--- src/gpio_port_defs.svh ---
// Register indexes, reset values and widths of the general purpose I/O port
`ifndef GPIO_PORT_DEFS_SVH
`define GPIO_PORT_DEFS_SVH

`define GP_ADDR_W          4
`define GP_DATA_W          16

`define GP_OFF_DIRECTION   4'h0
`define GP_OFF_PIN_LEVEL   4'h1
`define GP_OFF_LATCH       4'h2
`define GP_OFF_OPEN_DRAIN  4'h3
`define GP_OFF_CHANGE_EN   4'h4
`define GP_OFF_PULLUP      4'h5
`define GP_OFF_PULLDOWN    4'h6
`define GP_OFF_ANALOG      4'h7
`define GP_OFF_IRQ_STATUS  4'h8
`define GP_OFF_IRQ_MASK    4'h9

`define GP_RST_DIRECTION   16'hFFFF
`define GP_RST_ANALOG      16'hFFFF
`define GP_RST_ZERO        16'h0000

`endif

--- src/gpio_port_pkg.sv ---
// Carrier types of the general purpose I/O port
package gpio_port_pkg;

  typedef struct packed {
    logic        wr;
    logic        rd;
    logic [3:0]  addr;
    logic [15:0] wdata;
  } reg_req_type;

  typedef struct packed {
    logic [15:0] dir;
    logic [15:0] lat;
    logic [15:0] od;
    logic [15:0] ana;
  } pin_cfg_type;

endpackage : gpio_port_pkg

--- src/gpio_port.sv ---
// Sixteen pin general purpose I/O port with change notification interrupt
`include "gpio_port_defs.svh"

module gpio_port #(
  parameter logic [15:0] PIN_IMPL_MASK    = 16'hFFFF,
  parameter logic [15:0] ANALOG_IMPL_MASK = 16'hFFFF
) (
  // Clock, reset, enable
  input  wire logic        CORE_CLK,
  input  wire logic        ARST_N,
  input  wire logic        CE,
  // Register port
  input  wire logic [3:0]  REG_ADDR,
  input  wire logic [15:0] REG_WDATA,
  input  wire logic        REG_WR,
  input  wire logic        REG_RD,
  output logic      [15:0] REG_RDATA,
  // Pins
  input  wire logic [15:0] PIN_IN,
  output logic      [15:0] PIN_OUT,
  output logic      [15:0] PIN_OE,
  output logic      [15:0] PULLUP_EN,
  output logic      [15:0] PULLDOWN_EN,
  output logic      [15:0] ANALOG_SEL,
  // Interrupt
  output logic             CHANGE_IRQ
);

  gpio_port_pkg::reg_req_type req;
  gpio_port_pkg::pin_cfg_type cfg_ff;
  gpio_port_pkg::pin_cfg_type nxt_cfg;

  logic [15:0] cn_en_ff;
  logic [15:0] nxt_cn_en;
  logic [15:0] pu_ff;
  logic [15:0] nxt_pu;
  logic [15:0] pd_ff;
  logic [15:0] nxt_pd;
  logic [15:0] status_ff;
  logic [15:0] nxt_status;
  logic [15:0] mask_ff;
  logic [15:0] nxt_mask;
  logic [15:0] sync_a_ff;
  logic [15:0] sync_b_ff;
  logic [15:0] prev_ff;
  logic [15:0] rdata_ff;
  logic [15:0] nxt_rdata;

  logic [15:0] wdata_pin;
  logic [15:0] wdata_ana;
  logic [15:0] analog_in;
  logic [15:0] level_view;
  logic [15:0] change_vec;
  logic [15:0] clear_vec;
  logic [15:0] rd_view [0:15];

  // Write strobe for one register index, qualified by the clock enable
  function automatic logic wr_hit(input gpio_port_pkg::reg_req_type r, input logic [3:0] off, input logic en);
    wr_hit = en & r.wr & (r.addr == off);
  endfunction : wr_hit

  assign req.wr    = REG_WR;
  assign req.rd    = REG_RD;
  assign req.addr  = REG_ADDR;
  assign req.wdata = REG_WDATA;

  // Writes to absent bits are dropped here, so they also read back zero
  assign wdata_pin = req.wdata & PIN_IMPL_MASK;
  assign wdata_ana = req.wdata & PIN_IMPL_MASK & ANALOG_IMPL_MASK;

  // Next values of the configuration registers
  assign nxt_cfg.dir = wr_hit(req, `GP_OFF_DIRECTION, CE) ? (wdata_pin | ~PIN_IMPL_MASK) : cfg_ff.dir;
  // A write to the pin level register lands in the latch
  assign nxt_cfg.lat = (wr_hit(req, `GP_OFF_LATCH, CE) | wr_hit(req, `GP_OFF_PIN_LEVEL, CE)) ?
                       wdata_pin : cfg_ff.lat;
  assign nxt_cfg.od  = wr_hit(req, `GP_OFF_OPEN_DRAIN, CE) ? wdata_pin : cfg_ff.od;
  assign nxt_cfg.ana = wr_hit(req, `GP_OFF_ANALOG, CE) ? wdata_ana : cfg_ff.ana;
  assign nxt_cn_en   = wr_hit(req, `GP_OFF_CHANGE_EN, CE) ? wdata_pin : cn_en_ff;
  assign nxt_pu      = wr_hit(req, `GP_OFF_PULLUP, CE) ? wdata_pin : pu_ff;
  assign nxt_pd      = wr_hit(req, `GP_OFF_PULLDOWN, CE) ? wdata_pin : pd_ff;
  assign nxt_mask    = wr_hit(req, `GP_OFF_IRQ_MASK, CE) ? wdata_pin : mask_ff;

  // Change detection on the synchronised level; a fresh change beats a clear
  assign change_vec = (sync_b_ff ^ prev_ff) & cn_en_ff & PIN_IMPL_MASK;
  assign clear_vec  = wr_hit(req, `GP_OFF_IRQ_STATUS, CE) ? wdata_pin : `GP_RST_ZERO;
  assign nxt_status = (status_ff & ~clear_vec) | change_vec;

  // Read view: analog inputs read low regardless of the pin voltage
  assign analog_in  = cfg_ff.ana & cfg_ff.dir;
  assign level_view = sync_b_ff & ~analog_in & PIN_IMPL_MASK;

  assign rd_view[`GP_OFF_DIRECTION]  = cfg_ff.dir & PIN_IMPL_MASK;
  assign rd_view[`GP_OFF_PIN_LEVEL]  = level_view;
  assign rd_view[`GP_OFF_LATCH]      = cfg_ff.lat;
  assign rd_view[`GP_OFF_OPEN_DRAIN] = cfg_ff.od;
  assign rd_view[`GP_OFF_CHANGE_EN]  = cn_en_ff;
  assign rd_view[`GP_OFF_PULLUP]     = pu_ff;
  assign rd_view[`GP_OFF_PULLDOWN]   = pd_ff;
  assign rd_view[`GP_OFF_ANALOG]     = cfg_ff.ana;
  assign rd_view[`GP_OFF_IRQ_STATUS] = status_ff;
  assign rd_view[`GP_OFF_IRQ_MASK]   = mask_ff;

  // Unmapped indexes answer zero
  generate
    for (genvar gi = 10; gi < 16; gi++) begin : g_unmapped
      assign rd_view[gi] = `GP_RST_ZERO;
    end
  endgenerate

  assign nxt_rdata = (CE & req.rd) ? rd_view[req.addr] : rdata_ff;

  // Pin drivers: open drain keeps the enable only for a low latch
  assign PIN_OUT     = cfg_ff.lat & ~cfg_ff.od;
  // Analog selection does not block the digital driver
  assign PIN_OE      = ~cfg_ff.dir & (~cfg_ff.od | ~cfg_ff.lat) & PIN_IMPL_MASK;
  assign PULLUP_EN   = pu_ff;
  assign PULLDOWN_EN = pd_ff;
  assign ANALOG_SEL  = cfg_ff.ana;
  assign CHANGE_IRQ  = |(status_ff & mask_ff);
  assign REG_RDATA   = rdata_ff;

  // Two-stage synchroniser; only the second stage feeds logic
  always_ff @(posedge CORE_CLK or negedge ARST_N) begin
    if (!ARST_N) begin
      sync_a_ff <= `GP_RST_ZERO;
      sync_b_ff <= `GP_RST_ZERO;
    end else if (CE) begin
      sync_a_ff <= PIN_IN;
      sync_b_ff <= sync_a_ff;
    end
  end

  // Previous level is held while frozen, so a change made while
  // the clock was stopped is still flagged once it runs again
  always_ff @(posedge CORE_CLK or negedge ARST_N) begin
    if (!ARST_N) begin
      prev_ff   <= `GP_RST_ZERO;
      status_ff <= `GP_RST_ZERO;
    end else if (CE) begin
      prev_ff   <= sync_b_ff;
      status_ff <= nxt_status;
    end
  end

  always_ff @(posedge CORE_CLK or negedge ARST_N) begin
    if (!ARST_N) begin
      cfg_ff.dir <= `GP_RST_DIRECTION;
      cfg_ff.lat <= `GP_RST_ZERO;
      cfg_ff.od  <= `GP_RST_ZERO;
      cfg_ff.ana <= `GP_RST_ANALOG & PIN_IMPL_MASK & ANALOG_IMPL_MASK;
    end else begin
      cfg_ff <= nxt_cfg;
    end
  end

  always_ff @(posedge CORE_CLK or negedge ARST_N) begin
    if (!ARST_N) begin
      cn_en_ff <= `GP_RST_ZERO;
      pu_ff    <= `GP_RST_ZERO;
      pd_ff    <= `GP_RST_ZERO;
      mask_ff  <= `GP_RST_ZERO;
      rdata_ff <= `GP_RST_ZERO;
    end else begin
      cn_en_ff <= nxt_cn_en;
      pu_ff    <= nxt_pu;
      pd_ff    <= nxt_pd;
      mask_ff  <= nxt_mask;
      rdata_ff <= nxt_rdata;
    end
  end
endmodule : gpio_port

--- config.mk ---
export PLATFORM = sky130hd
export DESIGN_NAME = gpio_port
export DESIGN_NICKNAME = d
export VERILOG_FILES = /design/src/gpio_port_pkg.sv /design/src/gpio_port.sv
export VERILOG_INCLUDE_DIRS = /design/src /design/src/src
export SDC_FILE = /design/constraint.sdc
export NUM_CORES = 1
export LEC_CHECK = 0
export BUFFER_PORTS_ARGS = -buffer_cell sky130_fd_sc_hd__buf_2
export CORE_MARGIN = 2
export CORE_UTILIZATION = 58
export CTS_CLUSTER_DIAMETER = 40
export DETAILED_ROUTE_END_ITERATION = 8
export PLACE_DENSITY_LB_ADDON = 0.05
export SETUP_SLACK_MARGIN = 0.05
export SYNTH_ARGS = -nofsm -noshare
export SYNTH_HDL_FRONTEND = slang
export SYNTH_SLANG_ARGS = --single-unit
--- constraint.sdc ---
create_clock -name CORE_CLK -period 1.9 [get_ports CORE_CLK]
set_clock_uncertainty 0.2 [all_clocks]
set_input_delay 0.095 -clock CORE_CLK [delete_from_list [all_inputs] [get_ports CORE_CLK]]
set_output_delay 0.095 -clock CORE_CLK [all_outputs]
set_load 0.1 [all_outputs]
Word-level counts from Yosys, hierarchy flattened
Index checks and enable logic that the tools add are counted.
- $lt $le $gt $ge: 1
- equality and inequality tests: 9
- mux-type cells: 4
- bitwise logic cells: 29
- reduce and logical (&&, ||, !) cells: 2
- operator list (cell ; number):
    16-bit AND ; 7
    16-bit NOT ; 5
    16-bit binary-select mux with 4-bit select ; 1
    16-bit two-way mux ; 3
    16-bit OR ; 2
    4-bit by 3-bit == test with 1-bit output, second input constant ; 4
    16-bit OR reduction ; 1
    16-bit XOR ; 1
    1-bit AND ; 12
    4-bit by 2-bit == test with 1-bit output, second input constant ; 2
    4-bit == test, second input constant ; 2
    5-bit greater-or-equal comparator, second input constant ; 1
    4-bit NOT with 5-bit output ; 1
    4-bit by 1-bit == test with 1-bit output, second input constant ; 1
    4-bit zero test ; 1
    1-bit OR ; 1
- flip-flop bits (word level): 208
- input bits: 41
- output and inout port bits: 97
- word-level logic and storage cells: 58

Depth between registers and ports, before layout
- word-level depth: 6
- depth in mapped cells: 6
- mapped depth without buffers: 3

Worst setup path before layout
Ideal clock, no wire load.
- path type: reg2out
- start: register cfg_ff[16] (netlist bit)
- end: output port PIN_OE[0]
- arrival time: 1.873 ns
- data required time: 1.605 ns
- setup slack: -0.268 ns
- cell stages (with the launch flop): 2
- path buffers: 0
- cell sequence: dfrtp_1 > a21oi_1
- cells in the longest elaborated chain, start to end: 3
- ends and longest elaborated chain (element ; RTL line ; text):
    from (decl) ; gpio_port.sv:30 ; gpio_port_pkg::pin_cfg_type cfg_ff;
    from (signal assigned) ; gpio_port.sv:152 ; cfg_ff <= nxt_cfg;
    16-bit NOT ; gpio_port.sv:115 ; assign PIN_OE = ~cfg_ff.dir & (~cfg_ff.od | ~cfg_ff.lat) & PIN_IMPL_MASK;
    16-bit OR ; gpio_port.sv:115 ;
    16-bit AND ; gpio_port.sv:115 ;
    to (decl) ; gpio_port.sv:21 ; output logic [15:0] PIN_OE,
Every way passes these cells.

Final worst setup path
- start: register mask_ff[14]
- end: output port CHANGE_IRQ
- cells in the longest elaborated chain, start to end: 2
- ends and longest elaborated chain (element ; RTL line ; text):
    from (decl) ; gpio_port.sv:41 ; logic [15:0] mask_ff;
    from (signal assigned) ; gpio_port.sv:161 ; mask_ff <= `GP_RST_ZERO;
    from (signal assigned) ; gpio_port.sv:167 ; mask_ff <= nxt_mask;
    16-bit AND ; gpio_port.sv:119 ; assign CHANGE_IRQ = |(status_ff & mask_ff);
    16-bit OR reduction ; gpio_port.sv:119 ;
    to (decl) ; gpio_port.sv:26 ; output logic CHANGE_IRQ
Every way passes these cells.

==> impl_metrics.yaml <==
run_status:
  outcome: "finished, violations left"
  violations: "setup timing"
worst_setup_path:
  crit_type: "reg -> out"
  cpPeakStageDelay_ps: 400
  startpoint_type: "flip-flop"
  cp.required_ps: 1600
  crit_slowest_cell: "dfrtp_1"
  arrival_ps: 1860
  crit_family: "compound AO/OA/AOI/OAI gates"
  crit_path_cell_trace: "a22o_1 -> a221oi_2 -> nand4_1 -> buf_6"
  critical_path_peak_fanout: 3
  cp-end-kind: "primary output"
  path_buf_inv: 1
sta:
  relSlewSlack: 0.458
  fin_crit_ps: 2150
  hold_violations: 0
  setup_viol: 1
  finalMaxSlewViolations: 0
  layout_setup_ws_ps: -252
  period_share: 1.13
  rsz0062_at_grt: "true"
  worstMarginPinSlew_ps: 813
  fmax_ghz: 0.465
power:
  power_density_nw_per_um2: 1480
  vdd_drop_max_mv: 1.29
  p_leak_nw: 5.53
drt:
  antenna_left: 0
  drt_iter0_drc: 503
  wl_per_cell_um: 22.9
  vias: 6918
  drt_first_pass_iters: 5
  drt-vias-per-instance: 6.11
  drt_wl_total_um: 25900
  drc: 0
logic_synthesis:
  synth_cell_type_count: 36
  yosysWarnings: 0
  ys_seq_area_frac: 0.530
  synth_top_flop_cell: "dfrtp_1"
  syn-num-nets: 756
  synth_area_um2: 9890
  synth_edf_count: 0
  syn_avg_cell_area_um2: 13.8
  async_flop_share: 1.00
  synth_seq_cells: 208
  synthCells: 715
cells_and_area:
  finalNetCount: 929
  largest_reg_flops: 48
  regMostFlops: "cfg_ff"
  nFillCells: 1078
  synthToLayoutAreaGrowth_pct: 26.8
  layout-drive-gt1-share: 0.595
  layout_commonest_cell: "mux2_2"
  final_cell_mix: "mux2_2, dfrtp_1, buf_2, dlygate4sd3_1, dfstp_2"
  utilization: 0.754
  n_antenna_cell: 0
floorplan:
  dieArea_um2: 18100
  fp.dieH_um: 135
  core_um2: 16600
  num_io_pins: 138
  start_util: 0.594
  std_cell_rows: 47
  fp.dieW_um: 135
placement:
  hpwl_um: 17400
  pre_cts_slack_ps: 85.8
  io_buffers: 137
  place_congestion: 0.875
grt:
  grt_max_degree: 65
  antenna_found_initial: 0
  grt_pass1_vias: 7202
  gr-total-overflow: 0
  grt_pass1_wl_um: 40900
  grt_usage: 0.290
clock_network:
  clock_path_buffers: 3
  clkLatencyLatePin_ps: 540
  clk_pin_slew_ps: 50
  cts_tree: "built"
  htreeDepth: 1
  cts_setup_buffers: 0
  cts-root-buf: "clkbuf_16"
  clock_sinks: 208
  numCtsBuffers: 30
worst_hold_path:
  min_path_type: "in -> reg"
job:
  maxCapViolCount: 0
report_power, final:
part,switching [mW],total [mW],internal (mW)
Sequential,0.985,6.44,5.46
Clock,2.11,5.93,3.82
Combinational,4.36,6.15,1.80
Total,7.45,18.5,11.1
final cells by class:
cell class	instances	area, um^2	share of cell area
Sequential cell	208	5250	0.418
Multi-Input combinational cell	446	4410	0.351
Timing Repair Buffer	202	1520	0.121
Clock buffer	37	828	0.0660
Tap cell	220	275	0.0219
Clock inverter	19	265	0.0211
metal layers:
layer	track usage	wire, um
met1	0.421	11600
met4	0.0871	607
met5	0	0
met3	0.0522	1770
met2	0.452	11900
path summary, 6_finish.rpt:
kind,start,end,slack [ps],depth (start not counted)
setup / recovery,mask_ff[14],CHANGE_IRQ,-250,4
hold / removal,CE,prev_ff[4],9,3
setup reg to reg,cfg_ff[29],REG_RDATA[13],350,3
hold reg to reg,sync_a_ff[5],sync_b_ff[5],300,1
max in group asynchronous,ARST_N,cfg_ff[58],330,4
min in group asynchronous,ARST_N,cfg_ff[20],450,3
cells in the mapped netlist (4+ instances only):
| cell | number | area share |
|---|---|---|
| mux2_2 | 225 | 0.26 |
| nor2_1 | 16 | 0.0061 |
| nor3b_2 | 4 | 0.0051 |
| buf_6 | 5 | 0.0057 |
| a221oi_1 | 20 | 0.018 |
| clkbuf_1 | 19 | 0.0072 |
| a32o_1 | 16 | 0.016 |
| a22o_1 | 4 | 0.0035 |
| dfstp_2 | 32 | 0.085 |
| nand2_1 | 18 | 0.0068 |
| buf_2 | 16 | 0.0081 |
| buf_4 | 20 | 0.015 |
| xor2_1 | 16 | 0.014 |
| nand3_1 | 16 | 0.0081 |
| a31oi_1 | 16 | 0.010 |
| dfrtp_1 | 176 | 0.45 |
| nand4b_1 | 17 | 0.015 |
| mux2_4 | 15 | 0.023 |
| nor2b_1 | 16 | 0.010 |
| a222oi_1 | 16 | 0.016 |
| a21oi_1 | 16 | 0.0081 |
through the flow:
step	std cells	hold WS, ps	TNS (ps)	total power [mW]	cell area, um^2
floorplan	715	-401	-78.0	11.2	10000
global placement	1041	-82.2	0	12.3	11000
detailed placement	1041	-77.6	0	12.5	11000
CTS	1132	13.2	-283	18.5	12500
global route	1132	31.7	-310	19.2	12500
finish	1132	8.92	-252	18.5	12500
worst reg2reg max path, stage by stage (launching register included):
cell and delay (ps):
dfrtp_1 420, mux2_2 290, a222oi_1 370, a31oi_1 130
cells by family (layout without fill, tap and decap cells):
group | count (synthesis) | in the layout | synth area share
and+or+nand+nor | 101 | 101 | 0.0659
DFF | 208 | 208 | 0.530
muxes | 240 | 240 | 0.279
xor gates and xnor gates | 17 | 17 | 0.0150
AOI/OAI and AO/OA | 88 | 88 | 0.0718
buffers and inverters | 61 | 258 | 0.0382
repair_timing:
item,4_1_cts,5_1_grt
hold endpoints to repair,362,0
hold buffers,35,0
gates resized for setup,15,21
endpoints found under the setup margin,14,36
(Power assumes the default switching activity.)
